`config.mk`:
```
export PLATFORM = sky130hd
export DESIGN_NAME = dac_serial_write_port
export DESIGN_NICKNAME = d
export VERILOG_FILES = /design/src/hdl/dac_serial_pkg.sv /design/src/hdl/dac_serial_write_port.sv
export SDC_FILE = /design/constraint.sdc
export NUM_CORES = 1
export LEC_CHECK = 0
export BUFFER_PORTS_ARGS = -buffer_cell sky130_fd_sc_hd__buf_2
export CORE_ASPECT_RATIO = 0.5
export CORE_MARGIN = 2
export CORE_UTILIZATION = 60
export CTS_BUF_LIST = sky130_fd_sc_hd__clkbuf_8
export CTS_CLUSTER_DIAMETER = 200
export DETAILED_ROUTE_END_ITERATION = 7
export GPL_ROUTABILITY_DRIVEN = 0
export GPL_TIMING_DRIVEN = 0
export PLACE_DENSITY = 0.86
export SLEW_MARGIN = 20
export SYNTH_ARGS = -nofsm -noshare
export SYNTH_HDL_FRONTEND = slang
export SYNTH_SLANG_ARGS = --single-unit
```
`constraint.sdc`:
```
create_clock -name ref_clk -period 5.3 [get_ports ref_clk]
set_input_delay 1.325 -clock ref_clk [delete_from_list [all_inputs] [get_ports ref_clk]]
set_output_delay 1.325 -clock ref_clk [all_outputs]
set_load 0.02 [all_outputs]
```
`src/hdl/dac_serial_pkg.sv`:
```
package dac_serial_pkg;
   localparam int FRAME_BITS = 16;
   localparam int CODE_BITS = 12;
   localparam int MODE_BITS = 2;
   localparam int COUNT_BITS = 5;
   localparam logic [COUNT_BITS-1:0] LAST_BIT = 5'h10;
   localparam logic [COUNT_BITS-1:0] COUNT_ZERO = 5'h00;
   localparam logic [COUNT_BITS-1:0] COUNT_ONE = 5'h01;
   localparam int CODE_LSB = 0;
   localparam int MODE_LSB = 12;
   localparam logic [CODE_BITS-1:0] CODE_RESET = 12'h000;
   localparam logic [MODE_BITS-1:0] MODE_RESET = 2'h0;
   localparam logic [FRAME_BITS-1:0] SHIFT_RESET = 16'h0000;
   localparam logic [2:0] PIPE_ONES = 3'h7;
   localparam logic [2:0] PIPE_ZEROS = 3'h0;

   typedef enum logic [1:0] {
      st_idle = 2'b00,
      st_shift = 2'b01,
      st_done = 2'b11
   } frame_state_t;

   typedef struct packed {
      logic [MODE_BITS-1:0] mode;
      logic [CODE_BITS-1:0] code;
   } dac_word_t;
endpackage : dac_serial_pkg

```
`src/hdl/dac_serial_write_port.sv`:
```
// Summary of operation
// - a sixteen bit shift register takes one data bit per serial clock cycle of a frame.
// - data is sampled on each falling serial clock edge, where the host holds it valid.
// - a frame begins when frame sync goes low and shifting is enabled only while it is low.
// - on the sixteenth falling edge the word loads the converter code and the mode.
// - frame sync rising before the sixteenth edge aborts, clears the shift register, changes nothing.
// - the word, first bit first, is two ignored bits, a two bit mode, then a twelve bit code.
// - only a fresh falling edge of frame sync starts the next frame.
// - reset clears the converter code to zero until a complete frame arrives.
module dac_serial_write_port
   import dac_serial_pkg::*;
(
   input wire logic ref_clk,
   input wire logic sys_rst,
   input wire logic sync_n,
   input wire logic sclk,
   input wire logic sdin,
   output dac_serial_pkg::dac_word_t dac_word,
   output logic word_loaded
);
   // ************************************************************
   // helpers
   // ************************************************************
   function automatic logic falling(input logic prev, input logic level);
      falling = prev & ~level;
   endfunction : falling

   // the count runs from zero, so the sixteenth bit sits one below the frame length
   function automatic logic [COUNT_BITS-1:0] final_index();
      final_index = LAST_BIT - COUNT_ONE;
   endfunction : final_index

   // ************************************************************
   // pin synchronisers
   // ************************************************************
   // three stages; second and third must agree before a change counts
   logic [2:0] sync_pipe;
   logic [2:0] sclk_pipe;
   logic [2:0] din_pipe;
   logic sync_level;
   logic sclk_level;
   logic din_level;

   always_ff @(posedge ref_clk or posedge sys_rst) begin
      if (sys_rst) begin
         sync_pipe <= PIPE_ONES;
         sclk_pipe <= PIPE_ZEROS;
         din_pipe <= PIPE_ZEROS;
      end else begin
         sync_pipe <= {sync_pipe[1:0], sync_n};
         sclk_pipe <= {sclk_pipe[1:0], sclk};
         din_pipe <= {din_pipe[1:0], sdin};
      end
   end

   always_ff @(posedge ref_clk or posedge sys_rst) begin
      if (sys_rst) begin
         sync_level <= 1'b1;
         sclk_level <= 1'b0;
         din_level <= 1'b0;
      end else begin
         if (sync_pipe[1] == sync_pipe[2]) begin
            sync_level <= sync_pipe[2];
         end
         if (sclk_pipe[1] == sclk_pipe[2]) begin
            sclk_level <= sclk_pipe[2];
         end
         if (din_pipe[1] == din_pipe[2]) begin
            din_level <= din_pipe[2];
         end
      end
   end

   // ************************************************************
   // edge detection
   // ************************************************************
   logic sync_prev;
   logic sclk_prev;
   logic sync_fall;
   logic sync_rise;
   logic sclk_fall;

   always_ff @(posedge ref_clk or posedge sys_rst) begin
      if (sys_rst) begin
         sync_prev <= 1'b1;
         sclk_prev <= 1'b0;
      end else begin
         sync_prev <= sync_level;
         sclk_prev <= sclk_level;
      end
   end

   assign sync_fall = falling(sync_prev, sync_level);
   assign sync_rise = ~sync_prev & sync_level;
   // data is filtered like the clock but changes well before it, so its level is settled here
   assign sclk_fall = falling(sclk_prev, sclk_level);

   // ************************************************************
   // frame control
   // ************************************************************
   frame_state_t state;
   logic [FRAME_BITS-1:0] shift;
   logic [COUNT_BITS-1:0] count;
   logic [FRAME_BITS-1:0] next_shift;
   logic execute;

   assign next_shift = {shift[FRAME_BITS-2:0], din_level};
   assign execute = (state == st_shift) && sclk_fall && !sync_level
                    && (count == final_index());

   always_ff @(posedge ref_clk or posedge sys_rst) begin
      if (sys_rst) begin
         state <= st_idle;
      end else begin
         unique case (state)
            st_idle: begin
               if (sync_fall) begin
                  state <= st_shift;
               end
            end
            st_shift: begin
               if (sync_level) begin
                  state <= st_idle;
               end else if (execute) begin
                  state <= st_done;
               end
            end
            st_done: begin
               // a new frame needs sync high first, so sit here until it rises
               if (sync_rise) begin
                  state <= st_idle;
               end
            end
            default: state <= st_idle;
         endcase
      end
   end

   always_ff @(posedge ref_clk or posedge sys_rst) begin
      if (sys_rst) begin
         shift <= SHIFT_RESET;
         count <= COUNT_ZERO;
      end else if (state != st_shift || sync_level) begin
         shift <= SHIFT_RESET;
         count <= COUNT_ZERO;
      end else if (sclk_fall) begin
         shift <= next_shift;
         // a finished frame parks the count at zero so it never reads past the last index
         if (execute) begin
            count <= COUNT_ZERO;
         end else begin
            count <= count + COUNT_ONE;
         end
      end
   end

   // ************************************************************
   // converter register
   // ************************************************************
   always_ff @(posedge ref_clk or posedge sys_rst) begin
      if (sys_rst) begin
         dac_word.code <= CODE_RESET;
         dac_word.mode <= MODE_RESET;
         word_loaded <= 1'b0;
      end else begin
         word_loaded <= execute;
         if (execute) begin
            dac_word.code <= next_shift[CODE_LSB +: CODE_BITS];
            dac_word.mode <= next_shift[MODE_LSB +: MODE_BITS];
         end
      end
   end

   // ************************************************************
   // checks
   // ************************************************************
   a_abort_no_load: assert property (@(posedge ref_clk) disable iff (sys_rst)
      (state == st_shift && sync_level) |=> $stable(dac_word) && count == COUNT_ZERO)
      else $error("abort changed the converter word");

   a_load_takes_word: assert property (@(posedge ref_clk) disable iff (sys_rst)
      execute |=> word_loaded && dac_word.code == $past(next_shift[CODE_BITS-1:0]))
      else $error("converter code not loaded from shift register");

   a_mode_field: assert property (@(posedge ref_clk) disable iff (sys_rst)
      execute |=> dac_word.mode == $past(next_shift[MODE_LSB +: MODE_BITS]))
      else $error("mode field misplaced");

   a_done_ignores_clk: assert property (@(posedge ref_clk) disable iff (sys_rst)
      (state == st_done && !sync_rise) |=> state == st_done && !word_loaded)
      else $error("edges acted on after frame end");

   a_count_bound: assert property (@(posedge ref_clk) disable iff (sys_rst)
      count <= final_index())
      else $error("shift count beyond frame");

   a_shift_on_fall: assert property (@(posedge ref_clk) disable iff (sys_rst)
      (state == st_shift && !sync_level && !sclk_fall) |=> $stable(count))
      else $error("shift without falling clock");

   a_start_on_fall: assert property (@(posedge ref_clk) disable iff (sys_rst)
      (state == st_idle && !sync_fall) |=> state == st_idle)
      else $error("frame started without sync falling");

   a_word_held: assert property (@(posedge ref_clk) disable iff (sys_rst)
      !execute |=> $stable(dac_word))
      else $error("converter word changed without a frame");

   a_abort_clears_shift: assert property (@(posedge ref_clk) disable iff (sys_rst)
      (state == st_shift && sync_level) |=> shift == SHIFT_RESET)
      else $error("abort left bits in the shift register");

   a_loaded_one_cycle: assert property (@(posedge ref_clk) disable iff (sys_rst)
      word_loaded |=> !word_loaded)
      else $error("load pulse longer than one cycle");

   a_idle_count_zero: assert property (@(posedge ref_clk) disable iff (sys_rst)
      state != st_shift |-> count == COUNT_ZERO)
      else $error("bit count not cleared outside a frame");

   a_rise_ends_done: assert property (@(posedge ref_clk) disable iff (sys_rst)
      (state == st_done && sync_rise) |=> state == st_idle)
      else $error("sync rise did not rearm the port");

   a_done_after_last: assert property (@(posedge ref_clk) disable iff (sys_rst)
      execute |=> state == st_done)
      else $error("port still shifting after the last bit");
endmodule : dac_serial_write_port

```
== After elaboration in Yosys (flattened, before gate mapping) ==
Cells that the tools add are included.
Word-level totals
  bits in registers: 49
  latch bits: 0
  RAM bits: 0
  ROM bits: 0
  bits of input ports: 5
  output and inout port bits: 15
  word-level logic and storage cells: 49
  memories: 0
Cells by class
  add/subtract/negate cells: 1
  multiply operators: 0
  divide/modulo/power cells: 0
  order comparisons: 0
  equal/unequal tests: 10
  shift-type cells: 0
  muxes and demuxes: 10
  bitwise operators: 6
  reductions and logical operators: 8
Operators with widths (count)
  $mux W13: 2
  $mux W5: 3
  $mux W2: 4
  $pmux W2 S3: 1
  $add A5 B1 Y5 const B: 1
  $eq A5 B4 Y1 const B: 1
  $ne A2 B2 Y1 const B: 2
  $and A1 B1 Y1: 3
  $eq A1 B1 Y1: 3
  $logic_and A1 B1 Y1: 3
  $ne A3 B3 Y1 const B: 1
  $not A1 Y1: 3
  $reduce_and A3 Y1: 1
  $eq A2 B1 Y1 const B: 1
  $eq A2 B2 Y1 const B: 1
  $logic_not A2 Y1: 1
  $ne A2 B1 Y1 const B: 1
  $reduce_bool A2 Y1: 1
  $logic_not A1 Y1: 1
  $logic_or A1 B1 Y1: 1

== Logic depth before layout (Yosys ltp) ==
Gate-level depths: netlist of run 1.
  depth in word-level cells: 8
  mapped depth: 5
  mapped depth without buffers: 4

== Least setup slack after synthesis of run 1 ==
OpenSTA, ideal clock, no wires.
  path type: reg-to-reg
  from: register state[1]
  to: register dac_word[0] (netlist bit)
  setup time: 0.125 ns
  data arrival time: 1.689 ns
  data required time: 5.175 ns
  setup slack: 3.486 ns
  cell stages (with the launch flop): 6
  path buffers: 2
  period minus slack after synthesis: 1.814 ns
  cell sequence: dfrtp_1 -> or3b_1 -> buf_6 -> nor3_4 -> buf_12 -> mux2_4
Between the ends
  word-level cells in the longest chain between the ends: 4
Ends and longest elaborated chain
  start: declaration: RTL line dac_serial_write_port.sv:101  | frame_state_t state;
  start signal: assignment: RTL line dac_serial_write_port.sv:113  | state <= st_idle;
  start signal: assignment: RTL line dac_serial_write_port.sv:118  | state <= st_shift;
  start signal: assignment: RTL line dac_serial_write_port.sv:123  | state <= st_idle;
  $eq A2 B1 Y1: RTL line dac_serial_write_port.sv:108  | assign execute = (state == st_shift) && sclk_fall && !sync_level
  $logic_and A1 B1 Y1 (2 in a row): RTL line dac_serial_write_port.sv:108
  $logic_and A1 B1 Y1: RTL line dac_serial_write_port.sv:109  | && (count == final_index());
  via execute: RTL line dac_serial_write_port.sv:105  | logic execute;
  end: declaration: RTL line dac_serial_write_port.sv:18  | output dac_serial_pkg::dac_word_t dac_word,
The timed path passes the listed nets, and every way through them passes these cells.
A chain may end at the register's enable or synchronous reset.

== Final worst setup path of run 1 ==
  from: register dac_word[0] (netlist bit)
  to: output port dac_word[0] (netlist bit)
No word-level cell between the ends.

==> results.yml, run 1 <==
pwr:
  leakage_nw: 1.03
  power_density_nw_per_um2: 309
  peakVddDrop_uv: 234
  power_mw: 0.637
layout:
  nNetsFinal: 145
  stdcell_count: 177
  final_util_pct: 75.8
  syn_to_final_growth_pct: 14.5
  n_antenna_cell: 0
  drive_above_1_share_pct: 38.6
  n_fill_cell: 156
  seqCellArea_sq_um: 1230
  multi_input_area_sq_um: 514
clocking:
  clk_pin_slew_ns: 0.09
  root_buffer: "clkbuf_8"
  insertion_delay_ns: 0.30
  cts_setup_buffers: 0
  clk_path_buf_depth: 2
  cts_tree: "yes"
  cts_hold_buf: 0
  ctsResizeCount: 0
  cts_max_level: 2
  numCtsBuffers: 5
  clkSinkCount: 49
sta:
  fmax_mhz: 458
  period_needed_ns: 2.18
  min_period_over_period_pct: 41.2
  timing.final.ws_setup_ns: 3.12
  fin_skew_ns: 0.0104
  hold_viol_final: 0
  rsz0062_at_grt: "false"
  worst_pin_slew_ns: 0.568
  slew_viol_final: 0
  fin_setup_tns_ns: 0
  setup_viol: 0
  relSlewSlack_pct: 62.1
run:
  drv_cap: 0
critical_path:
  cp_cell_sequence: "buf_2"
  cp_num_buf_inv: 1
  cp_slowest_cell: "dfrtp_1"
  cp-end-kind: "primary output"
  worst-path-max-fanout: 2
  worstSetupPathType: "reg -> out"
  cp_top_family: "flip-flops"
  worst_setup_path_start_kind: "flip-flop"
  arrival_ns: 0.86
  critPathRequiredTime_ns: 3.97
  slowest_delay_ns: 0.40
yosys:
  yosys_register_bits: 49
  synthCells: 112
  syn_nets: 118
  synth.cell_area_sq_um: 1800
  post-synth-top-count-cell: "dfrtp_1"
  synth_cell_type_count: 31
  avgSynthCellArea_sq_um: 16.1
  synth_top_cell_area_share_pct: 61.2
  synth_edf_count: 0
  synthArstFlopShare_pct: 100
  synth_top_cell_by_area: "dfrtp_1"
  ys_top_cells_by_count: "dfrtp_1, a22o_1, mux2_4"
  yosysWarnings: 0
  synth_area_leaders: "dfrtp_1, dfstp_2, mux2_4"
  ys.flop_type: "dfrtp_1"
  synth_seq_area_share_pct: 68.5
die:
  dieArea_sq_um: 3480
  rows: 13
  core_area_sq_um: 2720
  ios: 20
  die_width_um: 81.4
  die_h_um: 42.7
  start_util_pct: 66.2
routing:
  wl_um: 3020
  dr_wl_met2_um: 1360
  drtIter0Drc: 85
  routed-wl-met3_um: 155
  drt-met1-wl_um: 1390
  wl_per_cell_um: 17.0
  num_vias: 1010
  routed.top_layer: "met4"
  drc: 0
  viasPerCell: 5.71
  firstDrtPassIters: 4
  ant_nets: 0
grt:
  grt_pass1_wl_um: 5180
  grtUsageTotal_pct: 21.4
  grt_overflow: 0
  grt_max_degree: 28
  antenna_found_initial: 0
  grt_pass1_vias: 1040
worst_hold_path:
  hp-class: "reg -> reg"
placement:
  port_buffers: 19
  place_ws_ns: 3.31
  hpwl_um: 1980
  placedCellCount: 169
status:
  status: "complete, no violations"
## final timing paths
kind / from / endpoint / slack (ns) / depth (start not counted)
worst min-delay path: sync_pipe[0] / sync_pipe[1] / 0.36 / 0
worst max-delay path: dac_word[0] / dac_word[0] / 3.12 / 1
max in group asynchronous: sys_rst / count[3] / 3.72 / 3
min in group asynchronous: sys_rst / dac_word[4] / 1.06 / 2
worst min register to register: sync_pipe[0] / sync_pipe[1] / 0.36 / 0
worst max register to register: state[1] / dac_word[7] / 3.29 / 5
## cells by family (layout without fill, tap and decap cells)
group / Yosys count / count (layout) / share of synthesized area (%)
AO/OA/AOI/OAI: 20 / 20 / 9.11
XOR/XNOR: 1 / 1 / 0.487
adder cells (fa/ha/maj): 4 / 4 / 2.36
buffers and inverters: 7 / 35 / 2.92
flip-flops: 49 / 49 / 68.5
multiplexers: 14 / 14 / 10.4
AND/OR/NAND/NOR: 17 / 17 / 6.19
## layer usage
| layer | up-vias | track usage, % |
|---|---|---|
| li1 | 458 | - |
| met5 | - | 0 |
| met4 | 0 | 13.9 |
| met3 | 14 | 6.81 |
| met1 | 504 | 29.8 |
| met2 | 34 | 28.9 |
## state kept, by name, summed over array words and instances, names as in the netlist
signal,count
count,5
dac_word,14
din_level,1
din_pipe,3
sclk_level,1
sclk_pipe,3
sclk_prev,1
shift,13
state,2
sync_level,1
sync_pipe,3
sync_prev,1
word_loaded,1
## cell usage in the layout, fill, tap and decap left out, drive strengths merged, types with 2 or more instances in the layout
master | synthesis | final
a22o | 13 | 13
buf | 4 | 24
clkbuf | 0 | 5
clkinv | 0 | 3
dfrtp | 44 | 44
dfstp | 5 | 5
inv | 3 | 3
maj3 | 3 | 3
mux2 | 14 | 14
nand2b | 2 | 2
nand3 | 3 | 3
nor2 | 3 | 3
## power breakdown
| part | total (mW) | internal [mW] | switching [mW] |
|---|---|---|---|
| combinational | 0.0289 | 0.0104 | 0.0185 |
| clock | 0.216 | 0.0936 | 0.122 |
| sequential | 0.392 | 0.385 | 0.00730 |
## metrics by stage
step | area (sq um) | hold slack (ns)
after floorplan | 1800 | 0.331
after global placement | 1940 | 0.335
after detailed placement | 1970 | 0.336
after CTS | 2060 | 0.361
after global routing | 2060 | 0.366
final | 2060 | 0.359
## final cells by class
cell class / instances / area share, %
clock buffer: 5 / 3.34
inverter: 3 / 0.547
sequential: 49 / 59.8
multi-input combinational: 56 / 25.0
tap: 37 / 2.25
timing repair buffer: 20 / 5.95
buffer: 4 / 2.00
clock inverter: 3 / 1.09
Note: power is estimated with default switching activity, not from simulation.
==> run 2, diff against run 1 <==
--- a/config.mk
+++ b/config.mk
@@ -5,16 +5,17 @@
 export SDC_FILE = /design/constraint.sdc
 export NUM_CORES = 1
 export LEC_CHECK = 0
+export ABC_AREA = 1
 export BUFFER_PORTS_ARGS = -buffer_cell sky130_fd_sc_hd__buf_2
 export CORE_ASPECT_RATIO = 0.5
 export CORE_MARGIN = 2
-export CORE_UTILIZATION = 60
+export CORE_UTILIZATION = 59
 export CTS_BUF_LIST = sky130_fd_sc_hd__clkbuf_8
 export CTS_CLUSTER_DIAMETER = 200
 export DETAILED_ROUTE_END_ITERATION = 7
 export GPL_ROUTABILITY_DRIVEN = 0
 export GPL_TIMING_DRIVEN = 0
-export PLACE_DENSITY = 0.86
+export PLACE_DENSITY = 0.85
 export SLEW_MARGIN = 20
 export SYNTH_ARGS = -nofsm -noshare
 export SYNTH_HDL_FRONTEND = slang
==> constraint.sdc (replaced) <==
create_clock -name ref_clk -period 2.06 [get_ports ref_clk]
set_input_delay 0.515 -clock ref_clk [delete_from_list [all_inputs] [get_ports ref_clk]]
set_output_delay 0.515 -clock ref_clk [all_outputs]
set_load 0.02 [all_outputs]
==> results.yml, run 2 <==
placement:
  placedCellCount: 217
  port_buffers: 19
  placed_area_sq_um: 2030
  place_ws_ns: 0.705
  hpwl_um: 2070
routing:
  ant_nets: 0
  viasPerCell: 5.22
  wl_per_cell_um: 13.3
  wl_um: 2980
  drtIter0Drc: 48
  firstDrtPassIters: 4
  num_vias: 1175
  drc: 0
yosys:
  synth_top_cell_by_area: "dfrtp_1"
  avgSynthCellArea_sq_um: 11.9
  yosysWarnings: 0
  ys.flop_type: "dfrtp_1"
  synthCells: 157
  synthArstFlopShare_pct: 100
  synth_seq_area_share_pct: 66.2
  synth_top_cell_area_share_pct: 59.1
  synth_edf_count: 0
  post-synth-top-count-cell: "dfrtp_1"
  ys_top_cells_by_count: "dfrtp_1, inv_1, nand2_1"
  synth_cell_type_count: 23
  yosys_register_bits: 49
  synth.cell_area_sq_um: 1860
  synth_area_leaders: "dfrtp_1, dfstp_2, o21ai_2"
  syn_nets: 163
status:
  status: "complete, no violations"
die:
  dieArea_sq_um: 3650
  start_util_pct: 61.8
  core_area_sq_um: 3010
  ios: 20
  rows: 14
  die_h_um: 43.7
  die_width_um: 83.4
sta:
  relSlewSlack_pct: 77.0
  fin_setup_tns_ns: 0
  slew_viol_final: 0
  setup_viol: 0
  hold_ws_ns: 0.166
  rsz0062_at_grt: "false"
  fin_skew_ns: 0.00892
  fmax_mhz: 722
  timing.final.ws_setup_ns: 0.674
  period_needed_ns: 1.39
  hold_viol_final: 0
  min_period_over_period_pct: 67.3
  worst_pin_slew_ns: 0.343
critical_path:
  critPathRequiredTime_ns: 2.24
  crit_top_cell: "nand2_1"
  cp_num_buf_inv: 1
  worst-path-max-fanout: 10
  worst_setup_path_start_kind: "flip-flop"
  worstSetupPathType: "reg -> reg"
  cp_slowest_cell: "dfrtp_1"
  cp_cell_sequence: "ha_1 -> nand2_1 -> nor3_1 -> nand2_2 -> buf_6 -> nand2_1 -> o21ai_2"
  cp-end-kind: "flip-flop"
  slowest_delay_ns: 0.39
  cp_top_family: "simple AND/OR/NAND/NOR gates"
  arrival_ns: 1.57
grt:
  grtUsageTotal_pct: 19.1
  grt_overflow: 0
  antenna_found_initial: 0
  grt_pass1_vias: 1206
  grt_max_degree: 37
  grt_pass1_wl_um: 5260
clocking:
  cts_tree: "yes"
  clk_pin_slew_ns: 0.08
  clk_path_buf_depth: 2
  root_buffer: "clkbuf_8"
  cts_hold_buf: 0
  ctsResizeCount: 0
  insertion_delay_ns: 0.29
  numCtsBuffers: 5
  clkSinkCount: 49
  cts_max_level: 2
  cts_setup_buffers: 0
layout:
  final_common_cell: "dfrtp_1"
  n_antenna_cell: 0
  stdcell_count: 225
  syn_to_final_growth_pct: 13.7
  nNetsFinal: 190
  final_util_pct: 70.3
  n_fill_cell: 214
  largest_reg_flops: 14
  final_cell_mix: "dfrtp_1, inv_1, nand2_1"
  drive_above_1_share_pct: 31.9
  top_register: "dac_word"
  final_cell_area_sq_um: 2120
  reg_top3: "dac_word: 14 flops, shift: 13 flops, count: 5 flops"
run:
  drv_cap: 0
pwr:
  power_mw: 1.72
  power_density_nw_per_um2: 811
  peakVddDrop_uv: 533
  leakage_nw: 1.03
worst_hold_path:
  hp-class: "in -> async"
-- run 2: where the power goes --
group | internal [mW] | total [mW] | switching [mW]
Sequential | 0.999 | 1.03 | 0.0272
Clock | 0.264 | 0.544 | 0.280
Combinational | 0.0492 | 0.148 | 0.0983
-- run 2: cells by family after synthesis --
logic type / count (synthesis) / share of synthesized area [%]
flip-flops: 49 / 66.2
AND/OR/NAND/NOR: 43 / 11.0
adder cells (fa/ha/maj): 4 / 2.28
buffers and inverters: 29 / 7.86
AO/OA/AOI/OAI: 32 / 12.7
-- run 2: metal layers --
| layer | track usage (%) | part of all wire, % |
|---|---|---|
| met1 | 22.1 | 44 |
| met2 | 35.2 | 50 |
| met3 | 6.10 | 5.4 |
| met4 | 6.45 | 0.47 |
| met5 | 0 | 0 |
-- run 2: layout make-up --
cell class                 instances  area [sq um]  share of cell area (%)
sequential                        49          1230                    58.2
multi-input combinational         79           483                    22.8
timing repair buffer              20           115                    5.44
inverter                          24          90.1                    4.26
clock buffer                       6          82.6                    3.90
buffer                             5          56.3                    2.66
tap                               40          50.0                    2.36
clock inverter                     2          7.51                   0.355
-- run 2: final timing paths --
path,slack (ns),cells past startpoint,startpoint,endpoint
worst max-delay path,0.67,7,count[1],dac_word[2]
worst min-delay path,0.17,2,sys_rst,din_pipe[0]
worst max register to register,0.67,7,count[1],dac_word[2]
worst min register to register,0.35,0,sclk_pipe[0],sclk_pipe[1]
max in group asynchronous,1.43,3,sys_rst,count[4]
min in group ref_clk,0.33,1,sync_n,sync_pipe[0]
-- run 2: worst register-to-register path, delay by kind of cell (launching register included) --
family	cells	cell delay, ns
fa+ha+maj	1	0.17
compound gates	1	0.05
buf+inv	1	0.18
simple gates	4	0.50
flops	1	0.39
